===== src/verilog/mpf_pkg.sv =====
package mpf_pkg;

  // command codes seen on the command port
  localparam logic [7:0] MPF_CMD_END        = 8'h80;  // end program
  localparam logic [7:0] MPF_CMD_TICK_DELAY = 8'h8c;  // tick delay, also the millisecond form
  localparam logic [7:0] MPF_CMD_CLEAR_PEAK = 8'h93;  // clear peak error
  localparam logic [7:0] MPF_CMD_LOOP_START = 8'hd1;  // loop start
  localparam logic [7:0] MPF_CMD_LOOP_NEXT  = 8'hd2;  // loop next

  // register indices answered on the read path
  localparam logic [15:0] MPF_REG_DELAY = 16'h0005;  // shared delay counter
  localparam logic [15:0] MPF_REG_PEAK  = 16'h0006;  // peak position error

  // peak tracker ceiling, one signed word
  localparam logic [15:0] MPF_PEAK_MAX = 16'h7fff;

  // servo tick timing
  localparam int MPF_CLK_NS   = 10;                              // clock period in ns
  localparam int MPF_TICK_US  = 120;                             // servo cycle in us
  localparam int MPF_TICK_CYC = (MPF_TICK_US * 1000) / MPF_CLK_NS;  // cycles per tick

  // loop record layout: value, final, increment
  localparam int MPF_LREC_W       = 96;
  localparam int MPF_LREC_VAL_LSB = 64;
  localparam int MPF_LREC_FIN_LSB = 32;
  localparam int MPF_LREC_INC_LSB = 0;

  // sequencer states, one-hot
  typedef enum logic [1:0]
  {
    MPF_IDLE = 2'b01,
    MPF_EVAL = 2'b10
  } mpf_fsm_t;

  // state of the flow unit except the loop record store
  typedef struct packed
  {
    mpf_fsm_t    st;           // sequencer state
    logic        ready;        // command port may take a word
    logic [31:0] tick_cnt;     // servo tick divider
    logic        tick;         // servo tick pulse
    logic [15:0] peak;         // peak absolute error
    logic [31:0] dly;          // shared delay counter
    logic [1:0]  wait_on;      // per-thread hold
    logic        host_mode;    // motor in host mode
    logic        prog_stop;    // program stopped pulse
    logic        ack;          // acknowledge pulse
    logic        ack_thread;   // thread of acknowledged command
    logic        nxt_thread;   // thread of pending loop next
    logic [15:0] nxt_reg;      // loop register of pending loop next
    logic        loop_branch;  // loop repeats
    logic        loop_done;    // loop finished
    logic        reg_wr_en;    // loop register write strobe
    logic [15:0] reg_wr_addr;  // loop register index
    logic [31:0] reg_wr_data;  // loop register value
    logic        rd_valid;     // read answer strobe
    logic [31:0] rd_data;      // read answer data
    logic        pb_wr_en;     // program buffer append strobe
    logic [15:0] pb_wr_addr;   // program buffer append address
    logic [15:0] pb_wr_data;   // program buffer append word
  } mpf_core_t;

  // value after reset: host mode, port ready
  localparam mpf_core_t MPF_CORE_RST = '{st: MPF_IDLE, ready: 1'b1, host_mode: 1'b1, default: '0};

endpackage


===== src/verilog/mpf_loop_mem_if.sv =====
`timescale 1ns/100ps
// carries loop records between sequencer and record store
interface mpf_loop_mem_if #(
  parameter int AW = 3,
  parameter int DW = 96
);
  logic          we;     // write strobe
  logic [AW-1:0] waddr;  // write slot
  logic [DW-1:0] wdata;  // write record
  logic [AW-1:0] raddr;  // read slot
  logic [DW-1:0] rdata;  // registered read record

  modport ctl
  (
    output we,
    output waddr,
    output wdata,
    output raddr,
    input  rdata
  );

  modport mem
  (
    input  we,
    input  waddr,
    input  wdata,
    input  raddr,
    output rdata
  );
endinterface


===== src/verilog/mpf_loop_mem.sv =====
`timescale 1ns/100ps
// small record store, read data from a register
module mpf_loop_mem #(
  parameter int AW = 3,
  parameter int DW = 96
)
(
  input wire logic       clock,
  mpf_loop_mem_if.mem    port
);

  logic [DW-1:0] store [2**AW];  // one record per loop slot

  // read before write, registered; same-slot read returns old record
  always_ff @(posedge clock)
  begin
    if (port.we)
    begin
      store[port.waddr] <= port.wdata;
    end
    port.rdata <= store[port.raddr];
  end

endmodule


===== src/verilog/mpf_flow_unit.sv =====
`timescale 1ns/100ps
module mpf_flow_unit
  import mpf_pkg::*;
#(
  parameter int TICK_CYCLES = MPF_TICK_CYC,  // servo tick period in clocks
  parameter int SLOT_W      = 3              // log2 of loop slots
)
(
  input  wire logic        clock,             // system clock
  input  wire logic        sys_rst,           // synchronous reset
  input  wire logic        cmd_valid,         // command word present
  input  wire logic        cmd_thread,        // issuing thread, 0 or 1
  input  wire logic [7:0]  cmd_code,          // command code
  input  wire logic [31:0] cmd_arg_a,         // count or initial value
  input  wire logic [31:0] cmd_arg_b,         // final value
  input  wire logic [31:0] cmd_arg_c,         // increment
  input  wire logic [15:0] cmd_reg,           // loop register index
  output logic             cmd_ready,         // command port free
  output logic             ack,               // acknowledge pulse
  output logic             ack_thread,        // thread being acknowledged
  output logic [1:0]       thread_wait,       // per-thread delay hold
  input  wire logic [31:0] pos_err,           // signed position error
  output logic [15:0]      peak_error,        // peak absolute error
  input  wire logic        prog_run,          // program started pulse
  output logic             host_mode,         // motor in host mode
  output logic             prog_stop,         // program ended pulse
  output logic             loop_branch,       // loop body repeats
  output logic             loop_done,         // loop finished
  output logic             reg_wr_en,         // loop register write
  output logic [15:0]      reg_wr_addr,       // loop register index
  output logic [31:0]      reg_wr_data,       // loop register value
  input  wire logic        rd_en,             // register read request
  input  wire logic [15:0] rd_addr,           // register index
  output logic             rd_valid,          // read answer strobe
  output logic [31:0]      rd_data,           // read answer
  input  wire logic        pb_load_done,      // program load finished
  input  wire logic [15:0] pb_load_end_addr,  // last loaded word address
  output logic             pb_wr_en,          // append strobe
  output logic [15:0]      pb_wr_addr,        // append address
  output logic [15:0]      pb_wr_data         // appended word
);

  mpf_core_t s_q;  // registered state
  mpf_core_t s_d;  // next state

  // loop record store link
  mpf_loop_mem_if #(.AW(SLOT_W), .DW(MPF_LREC_W)) lmem ();

  mpf_loop_mem #(
    .AW (SLOT_W),
    .DW (MPF_LREC_W)
  ) u_loop_mem (
    .clock (clock),
    .port  (lmem.mem)
  );

  // decoded command strobes, also watched by the checks below
  logic take;        // command word taken this cycle
  logic take_clear;  // clear peak taken
  logic take_delay;  // delay taken
  logic take_end;    // end program taken
  logic take_start;  // loop start taken
  logic take_next;   // loop next taken

  assign take       = cmd_valid && s_q.ready;
  assign take_clear = take && (cmd_code == MPF_CMD_CLEAR_PEAK);
  assign take_delay = take && (cmd_code == MPF_CMD_TICK_DELAY);
  assign take_end   = take && (cmd_code == MPF_CMD_END);
  assign take_start = take && (cmd_code == MPF_CMD_LOOP_START);
  assign take_next  = take && (cmd_code == MPF_CMD_LOOP_NEXT);

  // error magnitude, widened so the most negative error cannot wrap
  logic signed [32:0] err_ext;  // sign-extended error
  logic        [32:0] err_abs;  // absolute error
  logic        [15:0] err_sat;  // saturated to one word

  assign err_ext = {pos_err[31], pos_err};
  assign err_abs = err_ext[32] ? 33'(-err_ext) : 33'(err_ext);
  assign err_sat = (err_abs > {17'h0_0000, MPF_PEAK_MAX}) ? MPF_PEAK_MAX : err_abs[15:0];

  // delay magnitude; out-of-range most negative count is not handled
  logic [31:0] dly_mag;  // absolute tick count

  assign dly_mag = cmd_arg_a[31] ? 32'(-$signed(cmd_arg_a)) : cmd_arg_a;

  // loop next arithmetic on the record read back from the store
  logic signed [31:0] lp_val;   // loop register before step
  logic signed [31:0] lp_fin;   // final value
  logic signed [31:0] lp_inc;   // increment
  logic signed [31:0] lp_new;   // stepped value, wraps at 32 bits
  logic               lp_end;   // loop terminates

  assign lp_val = lmem.rdata[MPF_LREC_VAL_LSB +: 32];
  assign lp_fin = lmem.rdata[MPF_LREC_FIN_LSB +: 32];
  assign lp_inc = lmem.rdata[MPF_LREC_INC_LSB +: 32];
  assign lp_new = lp_val + lp_inc;
  // zero increment follows the upward test
  assign lp_end = lp_inc[31] ? (lp_new < lp_fin) : (lp_new > lp_fin);

  // next-state logic for the whole unit
  always_comb
  begin
    s_d = s_q;
    // pulses default low
    s_d.tick        = 1'b0;
    s_d.ack         = 1'b0;
    s_d.prog_stop   = 1'b0;
    s_d.loop_branch = 1'b0;
    s_d.loop_done   = 1'b0;
    s_d.reg_wr_en   = 1'b0;
    s_d.rd_valid    = 1'b0;
    s_d.pb_wr_en    = 1'b0;
    // record store idle unless a loop command drives it
    lmem.we    = 1'b0;
    lmem.waddr = cmd_reg[SLOT_W-1:0];
    lmem.wdata = {cmd_arg_a, cmd_arg_b, cmd_arg_c};
    lmem.raddr = cmd_reg[SLOT_W-1:0];

    // servo tick divider
    if (s_q.tick_cnt == 32'(TICK_CYCLES - 1))
    begin
      s_d.tick_cnt = '0;
      s_d.tick     = 1'b1;
    end
    else
    begin
      s_d.tick_cnt = s_q.tick_cnt + 32'h0000_0001;
    end

    // peak tracker; a tick meeting a clear restarts from that sample
    if (take_clear)
    begin
      s_d.peak = s_q.tick ? err_sat : 16'h0000;
    end
    else if (s_q.tick && (err_sat > s_q.peak))
    begin
      s_d.peak = err_sat;
    end

    // shared delay counter, load beats a same-cycle tick
    if (take_delay)
    begin
      s_d.dly = dly_mag;
    end
    else if (s_q.tick && (s_q.dly != 32'h0000_0000))
    begin
      s_d.dly = s_q.dly - 32'h0000_0001;
    end

    // holds drop once the counter is exhausted, for both threads
    if (s_d.dly == 32'h0000_0000)
    begin
      s_d.wait_on = 2'b00;
    end
    if (take_delay && !cmd_arg_a[31] && (cmd_arg_a != 32'h0000_0000))
    begin
      s_d.wait_on[cmd_thread] = 1'b1;
    end

    // program start leaves host mode
    if (prog_run)
    begin
      s_d.host_mode = 1'b0;
    end

    // command sequencer
    case (s_q.st)
      MPF_IDLE:
      begin
        // every recognised code except loop next answers at once
        if (take_clear || take_delay || take_end || take_start)
        begin
          s_d.ack        = 1'b1;
          s_d.ack_thread = cmd_thread;
        end
        // end is a no-op when already in host mode
        if (take_end && !s_q.host_mode)
        begin
          s_d.host_mode = 1'b1;
          s_d.prog_stop = 1'b1;
        end
        // loop start: record and initial register write
        if (take_start)
        begin
          lmem.we         = 1'b1;
          s_d.reg_wr_en   = 1'b1;
          s_d.reg_wr_addr = cmd_reg;
          s_d.reg_wr_data = cmd_arg_a;
        end
        // loop next: fetch the record, evaluate next cycle
        if (take_next)
        begin
          s_d.st         = MPF_EVAL;
          s_d.ready      = 1'b0;
          s_d.nxt_thread = cmd_thread;
          s_d.nxt_reg    = cmd_reg;
        end
      end
      MPF_EVAL:
      begin
        // write back stepped value, keep final and increment
        lmem.we         = 1'b1;
        lmem.waddr      = s_q.nxt_reg[SLOT_W-1:0];
        lmem.wdata      = {lp_new, lp_fin, lp_inc};
        s_d.reg_wr_en   = 1'b1;
        s_d.reg_wr_addr = s_q.nxt_reg;
        s_d.reg_wr_data = lp_new;
        s_d.loop_done   = lp_end;
        s_d.loop_branch = !lp_end;
        s_d.ack         = 1'b1;
        s_d.ack_thread  = s_q.nxt_thread;
        s_d.st          = MPF_IDLE;
        s_d.ready       = 1'b1;
      end
      default:
      begin
        // recover from a corrupted state code
        s_d.st    = MPF_IDLE;
        s_d.ready = 1'b1;
      end
    endcase

    // register read path, answers one cycle later
    if (rd_en)
    begin
      s_d.rd_valid = 1'b1;
      if (rd_addr == MPF_REG_DELAY)
      begin
        s_d.rd_data = s_q.dly;
      end
      else if (rd_addr == MPF_REG_PEAK)
      begin
        s_d.rd_data = {16'h0000, s_q.peak};
      end
      else
      begin
        s_d.rd_data = 32'h0000_0000;  // other registers live elsewhere
      end
    end

    // append an end word after a freshly loaded program
    if (pb_load_done)
    begin
      s_d.pb_wr_en   = 1'b1;
      s_d.pb_wr_addr = pb_load_end_addr + 16'h0001;
      s_d.pb_wr_data = {8'h00, MPF_CMD_END};
    end
  end

  // single state register
  always_ff @(posedge clock)
  begin
    if (sys_rst)
    begin
      s_q <= MPF_CORE_RST;
    end
    else
    begin
      s_q <= s_d;
    end
  end

  // outputs straight from the state register
  assign cmd_ready   = s_q.ready;
  assign ack         = s_q.ack;
  assign ack_thread  = s_q.ack_thread;
  assign thread_wait = s_q.wait_on;
  assign peak_error  = s_q.peak;
  assign host_mode   = s_q.host_mode;
  assign prog_stop   = s_q.prog_stop;
  assign loop_branch = s_q.loop_branch;
  assign loop_done   = s_q.loop_done;
  assign reg_wr_en   = s_q.reg_wr_en;
  assign reg_wr_addr = s_q.reg_wr_addr;
  assign reg_wr_data = s_q.reg_wr_data;
  assign rd_valid    = s_q.rd_valid;
  assign rd_data     = s_q.rd_data;
  assign pb_wr_en    = s_q.pb_wr_en;
  assign pb_wr_addr  = s_q.pb_wr_addr;
  assign pb_wr_data  = s_q.pb_wr_data;
endmodule


===== config.mk =====
export PLATFORM = sky130hd
export DESIGN_NAME = mpf_flow_unit
export DESIGN_NICKNAME = d
export VERILOG_FILES = /design/src/verilog/mpf_pkg.sv /design/src/verilog/mpf_loop_mem_if.sv /design/src/verilog/mpf_loop_mem.sv /design/src/verilog/mpf_flow_unit.sv
export SDC_FILE = /design/constraint.sdc
export NUM_CORES = 1
export LEC_CHECK = 0
export BUFFER_PORTS_ARGS = -buffer_cell sky130_fd_sc_hd__buf_2
export CAP_MARGIN = 20
export CORE_AREA = 2 2 390 392
export CTS_CLUSTER_DIAMETER = 120
export CTS_CLUSTER_SIZE = 40
export DETAILED_ROUTE_END_ITERATION = 6
export DIE_AREA = 0 0 392 394
export GPL_ROUTABILITY_DRIVEN = 0
export PLACE_DENSITY = 0.49
export SLEW_MARGIN = 10
export SYNTH_ARGS = -nofsm -noshare
export SYNTH_HDL_FRONTEND = slang
export SYNTH_SLANG_ARGS = --single-unit

===== constraint.sdc =====
create_clock -name clock -period 8.81 [get_ports clock]
set_input_delay 0.881 -clock clock [delete_from_list [all_inputs] [get_ports clock]]
set_output_delay 0.881 -clock clock [all_outputs]
set_load 0.05 [all_outputs]

==> impl_metrics.ini, run 1 <==
[status]
status = finished clean

[timing]
final_max_slew_viol_count = 0
fmax_mhz = 159
relSlewSlack_pct = 30.7
layout_min_cycle_time_ns = 6.30
hold_viol_final = 0
rsz0062_at_grt = no
tightest_slew_ns = 1.04
finalSetupViolations = 0
fin_tns_setup_ns = 0
setup_slack_ns = 2.51
period_share_pct = 71.5
fin_skew_ns = 0.0280

[logic_synthesis]
synth-edff-count = 768
synthAdderAreaFrac_pct = 2.39
ys_warn_count = 0
netlist.area_leader.share_pct = 49.7
synth_top_cell_by_area = edfxtp_1
syn_inst = 3224
synth.most_common_cell = edfxtp_1
synth_simple_gate_area_share_pct = 7.52
synth_seq_cells = 1072
synth_top_family_by_area = multiplexers
synth_cell_type_count = 81
ys_async_sr_fraction_pct = 0
ys_top_cells_by_count = edfxtp_1 (768), dfxtp_1 (304), mux4_2 (192), nand2_1 (188), nor2_1 (175)
synth_area_um2 = 46400
postSynthAreaPerCell_um2 = 14.4
synth_compound_area_share_pct = 6.69
ys.flop_type = edfxtp_1
netlist_top_cells_area = edfxtp_1 (50%), dfxtp_1 (13%), mux4_2 (9.3%)
seq_area_frac_synth_pct = 62.8
synth_xor_area_share_pct = 2.62
synthMuxAreaShare_pct = 13.7

[floorplanning]
row_count = 143
dieArea_um2 = 154000
die_width_um = 392
io_pins = 331
die_h_um = 394
core_um2 = 151000
start_util_pct = 30.8

[global_route]
grt.total_usage_pct = 16.3
grt.overflow.total = 0
grt_pass1_wl_mm = 185
antenna_found_initial = 35
grt_max_degree = 97
grt_pass1_vias = 26300

[hold_path]
min_path_cells = 2
min_to = pb_wr_addr[0]
hold_path_class = input pin to flop
min_from = pb_load_end_addr[0]

[place]
placed_area_um2 = 49400
hpwlAfterDp_mm = 85.2
preCtsSetupSlack_ns = 1.84
io_buffers = 315

[cts]
clkSinkCount = 1072
hold_buffers = 0
clk_pin_slew_ns = 0.14
clockBufferDepth = 3
cts_buffers = 35
clkLatencyLatePin_ns = 0.66
postCtsSetupRepairBufs = 0
cts-root-buf = clkbuf_16
htreeDepth = 2
cts_tree = yes
cts_resized = 0

[cells_and_area]
multiInputGateArea_um2 = 15400
regArea_um2 = 29100
finalInstanceArea_um2 = 50500
fill_cells = 14900
fin_util_pct = 33.5
drive_gt1_share_pct = 23.8
area_growth_pct = 8.92
layout.nets = 3612

[pwr]
p_int_mw = 6.61
power_switching_mw = 2.16
irDropWorstVdd_uv = 115
clkPwrFrac_pct = 27.2
power.density_nw_per_um2 = 174
pwr-share-seq_pct = 62.4
cellLeakagePower_nw = 17.0
total_power_mw = 8.77
combPwrFrac_pct = 10.4
swShare_pct = 24.6

[critical_path]
path_cells = buf_2, nor4_1, nand4_1, or2_1, nor4_4, nand2b_1, a2111o_1, a2111oi_2, and4_1, nand2_1, ha_1, nand4_1, or3_1, o31ai_1, a21oi_1, and3b_1, or3_4, o311ai_0
worstPathRequired_ns = 9.31
r2r_end = loop_branch
cp_num_buf_inv = 1
crit_path_end_kind = flop
crit_top_cell = nand4_1
crit_arrival_ns = 6.80
start_kind = input pin
reg2reg_depth = 22
path_max_fanout = 32
cp_slowest_cell = and3b_1
cp_slowest_stage_delay_ns = 0.91
crit_type = input pin to flop
critPathTopFamily = simple AND/OR/NAND/NOR gates
r2r-start = u_loop_mem.port.rdata[0]
reg2reg_slack_ns = 3.21

[drt]
ant_nets = 0
via_per_inst = 4.98
drtPass1Iterations = 5
wire_per_inst_um = 23.7
via_count = 26900
drc = 0
drtIter0Drc = 1992
routed_wl_mm = 128

[run]
maxCapViolCount = 0
registers in the layout (all words and copies together), names as in the netlist, 16 cells and up:
signal,flops
s_q,84
reg_wr_data,32
rd_data,32
reg_wr_addr,16
u_loop_mem.port.rdata,96
peak_error,16
u_loop_mem.store,768
pb_wr_addr,16
cell families (layout without fill, tap and decap cells):
group           after synthesis  after routing
flops                      1072           1072
simple gates                707            707
compound gates              459            459
buf+inv                     384            504
mux                         374            374
xor+xnor                    139            139
fa+ha+maj                    88             88
other cells                   1             20
cell type report:
cell class | count | area share, %
inverters | 88 | 0.654
flip-flops and latches | 1072 | 57.7
clock inverters | 11 | 0.319
multi-input cells | 1783 | 30.5
repair buffers | 353 | 3.81
diodes | 4 | 0.0198
clock buffers | 52 | 1.94
well taps | 2030 | 5.03
worst register-to-register path, stage by stage, from the launching register on:
cell and delay, ns:
dfxtp_1 0.35, ha_1 0.20, fa_1 0.25, a211oi_1 0.09
o21bai_1 0.26, nand2b_1 0.13, a21boi_0 0.56, o21ai_0 0.28
a311oi_1 0.51, o311ai_0 0.26, and3_1 0.24, or2_2 0.33
ha_1 0.31, and3_1 0.17, nand4_1 0.13, nor2_1 0.16
and2_1 0.17, o211ai_1 0.11, nor3b_1 0.16, o21ai_0 0.10
mux2i_1 0.25, mux2i_1 0.31, and3_1 0.20
power groups by stage:
| stage | Combinational [mW] | Clock, mW | Sequential (mW) |
|---|---|---|---|
| 2_1_floorplan | 0.617 | 0 | 5.57 |
| 3_3_place_gp | 0.915 | 0 | 5.59 |
| 3_5_place_dp | 0.916 | 0 | 5.59 |
| 4_1_cts | 0.921 | 2.49 | 5.48 |
| 5_1_grt | 0.998 | 2.63 | 5.48 |
| 6_report | 0.911 | 2.39 | 5.47 |
through the flow:
stage	std cells	hold WS (ns)
final	5393	0.421
after global routing	5392	0.381
after CTS	5389	0.371
after detailed placement	5326	0.445
after global placement	5326	0.438
after floorplan	3239	0.430
layer usage:
metal	share of wire (%)	routed length [um]	global-route usage, %	vias to the layer above
li1	-	-	-	12300
met4	2.1	2730	3.34	20
met3	3.9	5030	2.33	132
met1	44	56800	21.9	13900
met2	49	63200	27.8	499
met5	0.094	120	0	-
cell usage in the layout (no fill, tap or decap), drive strengths merged, types with 8 or more instances in the layout:
cell    instances
edfxtp        768
buf           352
dfxtp         304
mux4          192
nand2         188
nor2          175
mux2          174
a21oi         119
inv            93
ha             87
xnor2          84
nand3          76
o21ai          70
a22oi          59
xor2           55
clkbuf         53
a211oi         48
nor3           38
or3            30
nand2b         28
nor4           27
and3           26
nand4          25
and2           24
a21o           23
o31ai          18
a22o           17
o311ai         17
conb           16
or4            13
nor2b          13
o21a           12
o41ai          12
and4           10
or2             9
mux2i           8
worst max-delay path by stage:
stage | end | startpoint | cells past startpoint
after floorplan | u_loop_mem.store[1][0] | cmd_reg[0] | 7
after global placement | peak_error[3] | pos_err[14] | 18
after detailed placement | peak_error[1] | pos_err[4] | 18
after CTS | peak_error[1] | pos_err[4] | 18
after global routing | peak_error[5] | pos_err[4] | 18
final | peak_error[5] | pos_err[4] | 18
Note: power is estimated with default switching activity, not from simulation.
==> inputs of run 2 (changes only) <==
--- a/config.mk
+++ b/config.mk
@@ -5,15 +5,16 @@
 export SDC_FILE = /design/constraint.sdc
 export NUM_CORES = 1
 export LEC_CHECK = 0
+export ABC_AREA = 1
 export BUFFER_PORTS_ARGS = -buffer_cell sky130_fd_sc_hd__buf_2
 export CAP_MARGIN = 20
-export CORE_AREA = 2 2 390 392
+export CORE_AREA = 2 2 399 401
 export CTS_CLUSTER_DIAMETER = 120
 export CTS_CLUSTER_SIZE = 40
 export DETAILED_ROUTE_END_ITERATION = 6
-export DIE_AREA = 0 0 392 394
+export DIE_AREA = 0 0 401 403
 export GPL_ROUTABILITY_DRIVEN = 0
-export PLACE_DENSITY = 0.49
+export PLACE_DENSITY = 0.51
 export SLEW_MARGIN = 10
 export SYNTH_ARGS = -nofsm -noshare
 export SYNTH_HDL_FRONTEND = slang
==> constraint.sdc (replaced) <==
create_clock -name clock -period 5.1 [get_ports clock]
set_input_delay 0.51 -clock clock [delete_from_list [all_inputs] [get_ports clock]]
set_output_delay 0.51 -clock clock [all_outputs]
set_load 0.05 [all_outputs]
==> run 2 against run 1 <==
  * First-iteration DRC count up 57%
  * Register-to-register slack got worse by 2.0 ns
  * Die area increased by 4.6%
  * Setup slack got worse by 1.3 ns
  * Hold slack lost 0.37 ns
  * Sequential share of layout area shrank 2.6 points
  * Synthesized cell count increased by 58%
  * Global-route usage rose by 1.9 points
==> impl_metrics.ini, run 2 <==
[timing]
relSlewSlack_pct = 28.2
layout_min_cycle_time_ns = 3.84
period_share_pct = 75.4
fin_skew_ns = 0.0516
final_max_slew_viol_count = 0
fin_tns_setup_ns = 0
finalSetupViolations = 0
hold_ws_ns = 0.0501
fmax_mhz = 260
rsz0062_at_grt = no
tightest_slew_ns = 1.08
hold_viol_final = 0

[cts]
postCtsSetupRepairBufs = 0
htreeDepth = 2
cts_resized = 0
clk_pin_slew_ns = 0.14
clkSinkCount = 1072
hold_buffers = 0
clkLatencyLatePin_ns = 0.70
cts-root-buf = clkbuf_16
cts_tree = yes
cts_buffers = 36
clockBufferDepth = 3

[critical_path]
start_kind = flop
worstPathRequired_ns = 5.70
crit_arrival_ns = 4.44
crit_path_end_kind = flop
path_max_fanout = 4
crit_type = flop to flop

[logic_synthesis]
synth-edff-count = 768
synth_top_cell_by_area = edfxtp_1
synth.most_common_cell = nor2_1
postSynthAreaPerCell_um2 = 9.55
synth_seq_cells = 1072
synth_area_um2 = 48600
netlist.area_leader.share_pct = 47.4
seq_area_frac_synth_pct = 60.0
ys_async_sr_fraction_pct = 0
ys_warn_count = 0
ys_top_cells_by_count = nor2_1 (948), nand2_1 (771), edfxtp_1 (768), o21ai_0 (604), inv_1 (325)
syn_inst = 5088
synth_cell_type_count = 61
ys.flop_type = edfxtp_1
netlist_top_cells_area = edfxtp_1 (47%), dfxtp_1 (13%), nor2_1 (7.3%)

[cells_and_area]
finalNonFillerCells = 7238
layout_commonest_cell = nor2_1
largest_reg_flops = 768
layout_common_cells = nor2_1 (938), nand2_1 (771), edfxtp_1 (768), o21ai_0 (604), inv_1 (324)
top_regs = u_loop_mem.store x768, u_loop_mem.port.rdata x96, s_q x84
fill_cells = 16200
regArea_um2 = 29100
multiInputGateArea_um2 = 16400
regMostFlops = u_loop_mem.store
drive_gt1_share_pct = 9.95
area_growth_pct = 8.86
layout.nets = 5408
finalInstanceArea_um2 = 52900

[place]
dpl.cell_count = 7163
io_buffers = 315
placed_area_um2 = 51600
hpwlAfterDp_mm = 101

[global_route]
grt_pass1_wl_mm = 223
antenna_found_initial = 38
grt_pass1_vias = 33400
grt.overflow.total = 0
grt_max_degree = 217
grt.total_usage_pct = 18.1

[drt]
via_per_inst = 4.95
drc = 0
via_count = 35900
drtIter0Drc = 3126
wire_per_inst_um = 21.0
routed_wl_mm = 152
ant_nets = 0
drtPass1Iterations = 5

[run]
maxCapViolCount = 0

[pwr]
irDropWorstVdd_uv = 211
cellLeakagePower_nw = 19.7
power.density_nw_per_um2 = 299

[floorplanning]
die_h_um = 403
core_um2 = 157000
start_util_pct = 30.9
dieArea_um2 = 162000
io_pins = 331
die_width_um = 401
row_count = 146

[hold_path]
hold_path_class = input pin to flop

[status]
status = finished clean
[run 2: where the power goes]
group | total, mW | switching (mW) | internal [mW] | leakage (nW)
combinational | 1.93 | 1.37 | 0.561 | 9.74
clock | 4.39 | 2.85 | 1.55 | 0.601
sequential | 9.49 | 0.0860 | 9.41 | 9.40
[run 2: cell type report]
cell class | count | area share (%)
sequential | 1072 | 55.1
multi-input combinational | 3319 | 31.0
tap | 2072 | 4.90
timing repair buffer | 363 | 4.17
inverter | 337 | 2.43
clock buffer | 54 | 1.97
clock inverter | 12 | 0.437
antenna | 9 | 0.0426
[run 2: per-stage QoR]
step	utilization, %	power, mW	worst slack, ns
CTS	33.6	16.0	1.29
floorplan	-	10.9	-1.22
detailed placement	32.8	11.6	0.956
finish	33.6	15.8	1.26
global placement	32.8	11.6	0.938
global route	33.6	16.4	0.888
[run 2: worst max-delay path, stage by stage, from the launching register on]
cell,delay [ns]
dfxtp_1,0.51
ha_1,0.33
nand2_1,0.10
inv_1,0.05
a21oi_1,0.14
nand2_1,0.10
a21oi_1,0.35
o21bai_1,0.20
nand4_1,0.18
nand3_1,0.11
and2_1,0.19
ha_1,0.33
nand2_1,0.08
nor2_1,0.19
nand4_1,0.19
nor4_1,0.23
nand3_1,0.11
nor2_1,0.10
nor2_1,0.05
inv_1,0.05
nand2_1,0.06
nand2_1,0.06
nor2_1,0.04
[run 2: cells by family after synthesis]
logic type      share of synthesized area (%)
simple gates                             17.4
fa+ha+maj                                2.28
flops                                    60.0
other cells                           0.00772
xor+xnor                                 1.41
compound gates                           12.3
buf+inv                                  6.64
[run 2: final timing paths]
kind                         to  cells past startpoint                      from  slack, ns
setup reg to reg      loop_done                     22  u_loop_mem.port.rdata[5]       1.26
hold reg to reg        s_q[189]                      1                  s_q[189]       0.46
setup / recovery      loop_done                     22  u_loop_mem.port.rdata[5]       1.26
hold / removal    pb_wr_addr[0]                      2       pb_load_end_addr[0]       0.05
[run 2: routing by layer]
layer / track usage, % / up-vias / wire length (um)
met5: 0 / - / 163
met2: 29.9 / 891 / 71300
met1: 24.7 / 17500 / 68100
li1: - / 17300 / -
met3: 3.43 / 165 / 9510
met4: 3.83 / 26 / 3140
==> inputs of run 3 (changes only) <==
--- a/config.mk
+++ b/config.mk
@@ -14,7 +14,7 @@
 export DETAILED_ROUTE_END_ITERATION = 6
 export DIE_AREA = 0 0 401 403
 export GPL_ROUTABILITY_DRIVEN = 0
-export PLACE_DENSITY = 0.51
+export PLACE_DENSITY = 0.49
 export SLEW_MARGIN = 10
 export SYNTH_ARGS = -nofsm -noshare
 export SYNTH_HDL_FRONTEND = slang
==> constraint.sdc (replaced) <==
create_clock -name clock -period 3.6 [get_ports clock]
set_input_delay 0.36 -clock clock [delete_from_list [all_inputs] [get_ports clock]]
set_output_delay 0.36 -clock clock [all_outputs]
set_load 0.05 [all_outputs]
==> run 3 against run 2 <==
  * Cell count increased by 2.0%
  * Non-clock buffer count rose by 143
  * Total power up 46%
  * Maximum frequency is 11% higher
  * Setup slack got worse by 1.1 ns
  * Critical endpoint unchanged
  * Highest routed layer unchanged
==> impl_metrics.ini, run 3 (synthesized netlist as in run 2, its figures left out) <==
[status]
status = finished clean

[timing]
fmax_mhz = 288
rsz0062_at_grt = yes
tightest_slew_ns = 1.27
finalSetupViolations = 0
fin_skew_ns = 0.0283
layout_min_cycle_time_ns = 3.47
relSlewSlack_pct = 15.0
hold_ws_ns = 0.0360
final_max_slew_viol_count = 0
setup_slack_ns = 0.132
hold_viol_final = 0
period_share_pct = 96.3

[pwr]
irDropWorstVdd_uv = 311
cellLeakagePower_nw = 20.6
power.density_nw_per_um2 = 421

[critical_path]
r2r-start = u_loop_mem.port.rdata[11]
path_max_fanout = 5
crit_type = flop to flop
crit_arrival_ns = 4.04
worstPathRequired_ns = 4.17
r2r_end = loop_done
reg2reg_slack_ns = 0.13
reg2reg_depth = 18
crit_path_end_kind = flop
start_kind = flop

[global_route]
grt_max_degree = 179
grt_pass1_wl_mm = 230
grt.total_usage_pct = 18.7
antenna_found_initial = 41
grt_pass1_vias = 34500
grt.overflow.total = 0

[drt]
dr_wl_met3_mm = 8.55
via_count = 36700
via_per_inst = 4.96
drtIter0Drc = 3233
wire_per_inst_um = 21.2
drtPass1Iterations = 5
routed_wl_mm = 156
wl_met2_mm = 73.8
top_layer = met5
drc = 0
met1Wirelength_mm = 70.7
ant_nets = 0

[cts]
clk_pin_slew_ns = 0.14
cts_tree = yes
cts-root-buf = clkbuf_16
clkLatencyLatePin_ns = 0.68
clkSinkCount = 1072
htreeDepth = 2
clockBufferDepth = 3
cts_buffers = 37

[floorplanning]
core_um2 = 157000
row_count = 146
start_util_pct = 30.9
io_pins = 331
dieArea_um2 = 162000
die_width_um = 401
die_h_um = 403

[place]
preCtsSetupSlack_ns = -0.146
io_buffers = 315
hpwlAfterDp_mm = 106

[cells_and_area]
top_regs = u_loop_mem.store x768, u_loop_mem.port.rdata x96, s_q x84
area_growth_pct = 13.0
layout.nets = 5552
multiInputGateArea_um2 = 16800
regArea_um2 = 29200
regMostFlops = u_loop_mem.store
layout_commonest_cell = nor2_1
drive_gt1_share_pct = 13.8
layout_common_cells = nor2_1 (927), edfxtp_1 (768), nand2_1 (762), o21ai_0 (598), inv_1 (324)
fill_cells = 16100
largest_reg_flops = 768

[hold_path]
min_to = s_q[166]
min_path_cells = 4
min_from = cmd_arg_a[26]
hold_path_class = input pin to flop

[run]
maxCapViolCount = 0
[run 3: cell count changes in the layout (fill, tap and decap cells not counted), moves of 10 or more]
cell           previous run  this run
buf_12                   20        50
buf_4                    29       121
dfxtp_1                 304       286
dfxtp_2                   0        15
dlygate4sd3_1             0        19
ha_1                     86        67
ha_4                      1        13
nor2_1                  938       927
xor2_1                   63        53
[run 3: worst max path at each step]
stage / startpoint / to / slack (ns) / cells after the start
finish: u_loop_mem.port.rdata[11] / loop_done / 0.13 / 18
global route: u_loop_mem.port.rdata[13] / loop_done / -0.13 / 22
CTS: u_loop_mem.port.rdata[0] / loop_done / 0.02 / 24
detailed placement: pos_err[1] / peak_error[10] / -0.15 / 26
global placement: pos_err[1] / peak_error[4] / -0.13 / 25
floorplan: pos_err[0] / peak_error[10] / 0.01 / 25
[run 3: stage by stage]
stage          TNS, ns  power [mW]  std cells  instance area (um2)  utilization [%]
3_5_place_dp     -2.06        16.8       7282                52900             33.6
2_1_floorplan        0        15.5       5103                48700                -
5_1_grt         -0.254        24.0       7381                54900             34.9
6_report             0        23.1       7384                54900             34.9
4_1_cts              0        23.1       7368                54400             34.5
3_3_place_gp     -1.86        16.7       7282                52900             33.6
[run 3: layout make-up]
type                       count  area share, %
clock inverter                13          0.449
inverter                     337           2.34
multi-input combinational   3319           30.7
sequential                  1072           53.1
clock buffer                  54           1.92
tap                         2072           4.72
antenna                       11         0.0501
timing repair buffer         506           6.74
[run 3: routing by layer]
metal,track usage (%),up-vias
met5,0,-
met4,3.63,32
met2,30.8,889
met1,26.3,17900
met3,2.38,159
li1,-,17600
[run 3: repair_timing]
item                                   CTS  global route
setup endpoints to repair                2             2
pin swaps                                0            26
setup buffers                            0             3
hold buffers                            19             0
endpoints found under the hold margin   19             0
gates resized for setup                  1           113
[run 3: critical path, stage by stage (launching register included)]
cell and delay [ns]:
dfxtp_1 0.52, ha_2 0.38, a21o_1 0.21, nor2_1 0.29
o21ai_0 0.16, a21oi_1 0.25, xnor2_2 0.23, ha_1 0.22
a21oi_1 0.06, o31ai_1 0.21, nand2_1 0.10, a31oi_2 0.22
a211oi_2 0.08, nand2_1 0.10, nand2_2 0.07, nand2_1 0.08
nand2_2 0.07, nand2_2 0.06, nor2_1 0.03
[run 3: where the power goes]
group          switching (mW)  internal [mW]  leakage [nW]
combinational            2.18           1.11          10.6
sequential              0.111           13.3          9.40
clock                    4.08           2.29         0.618
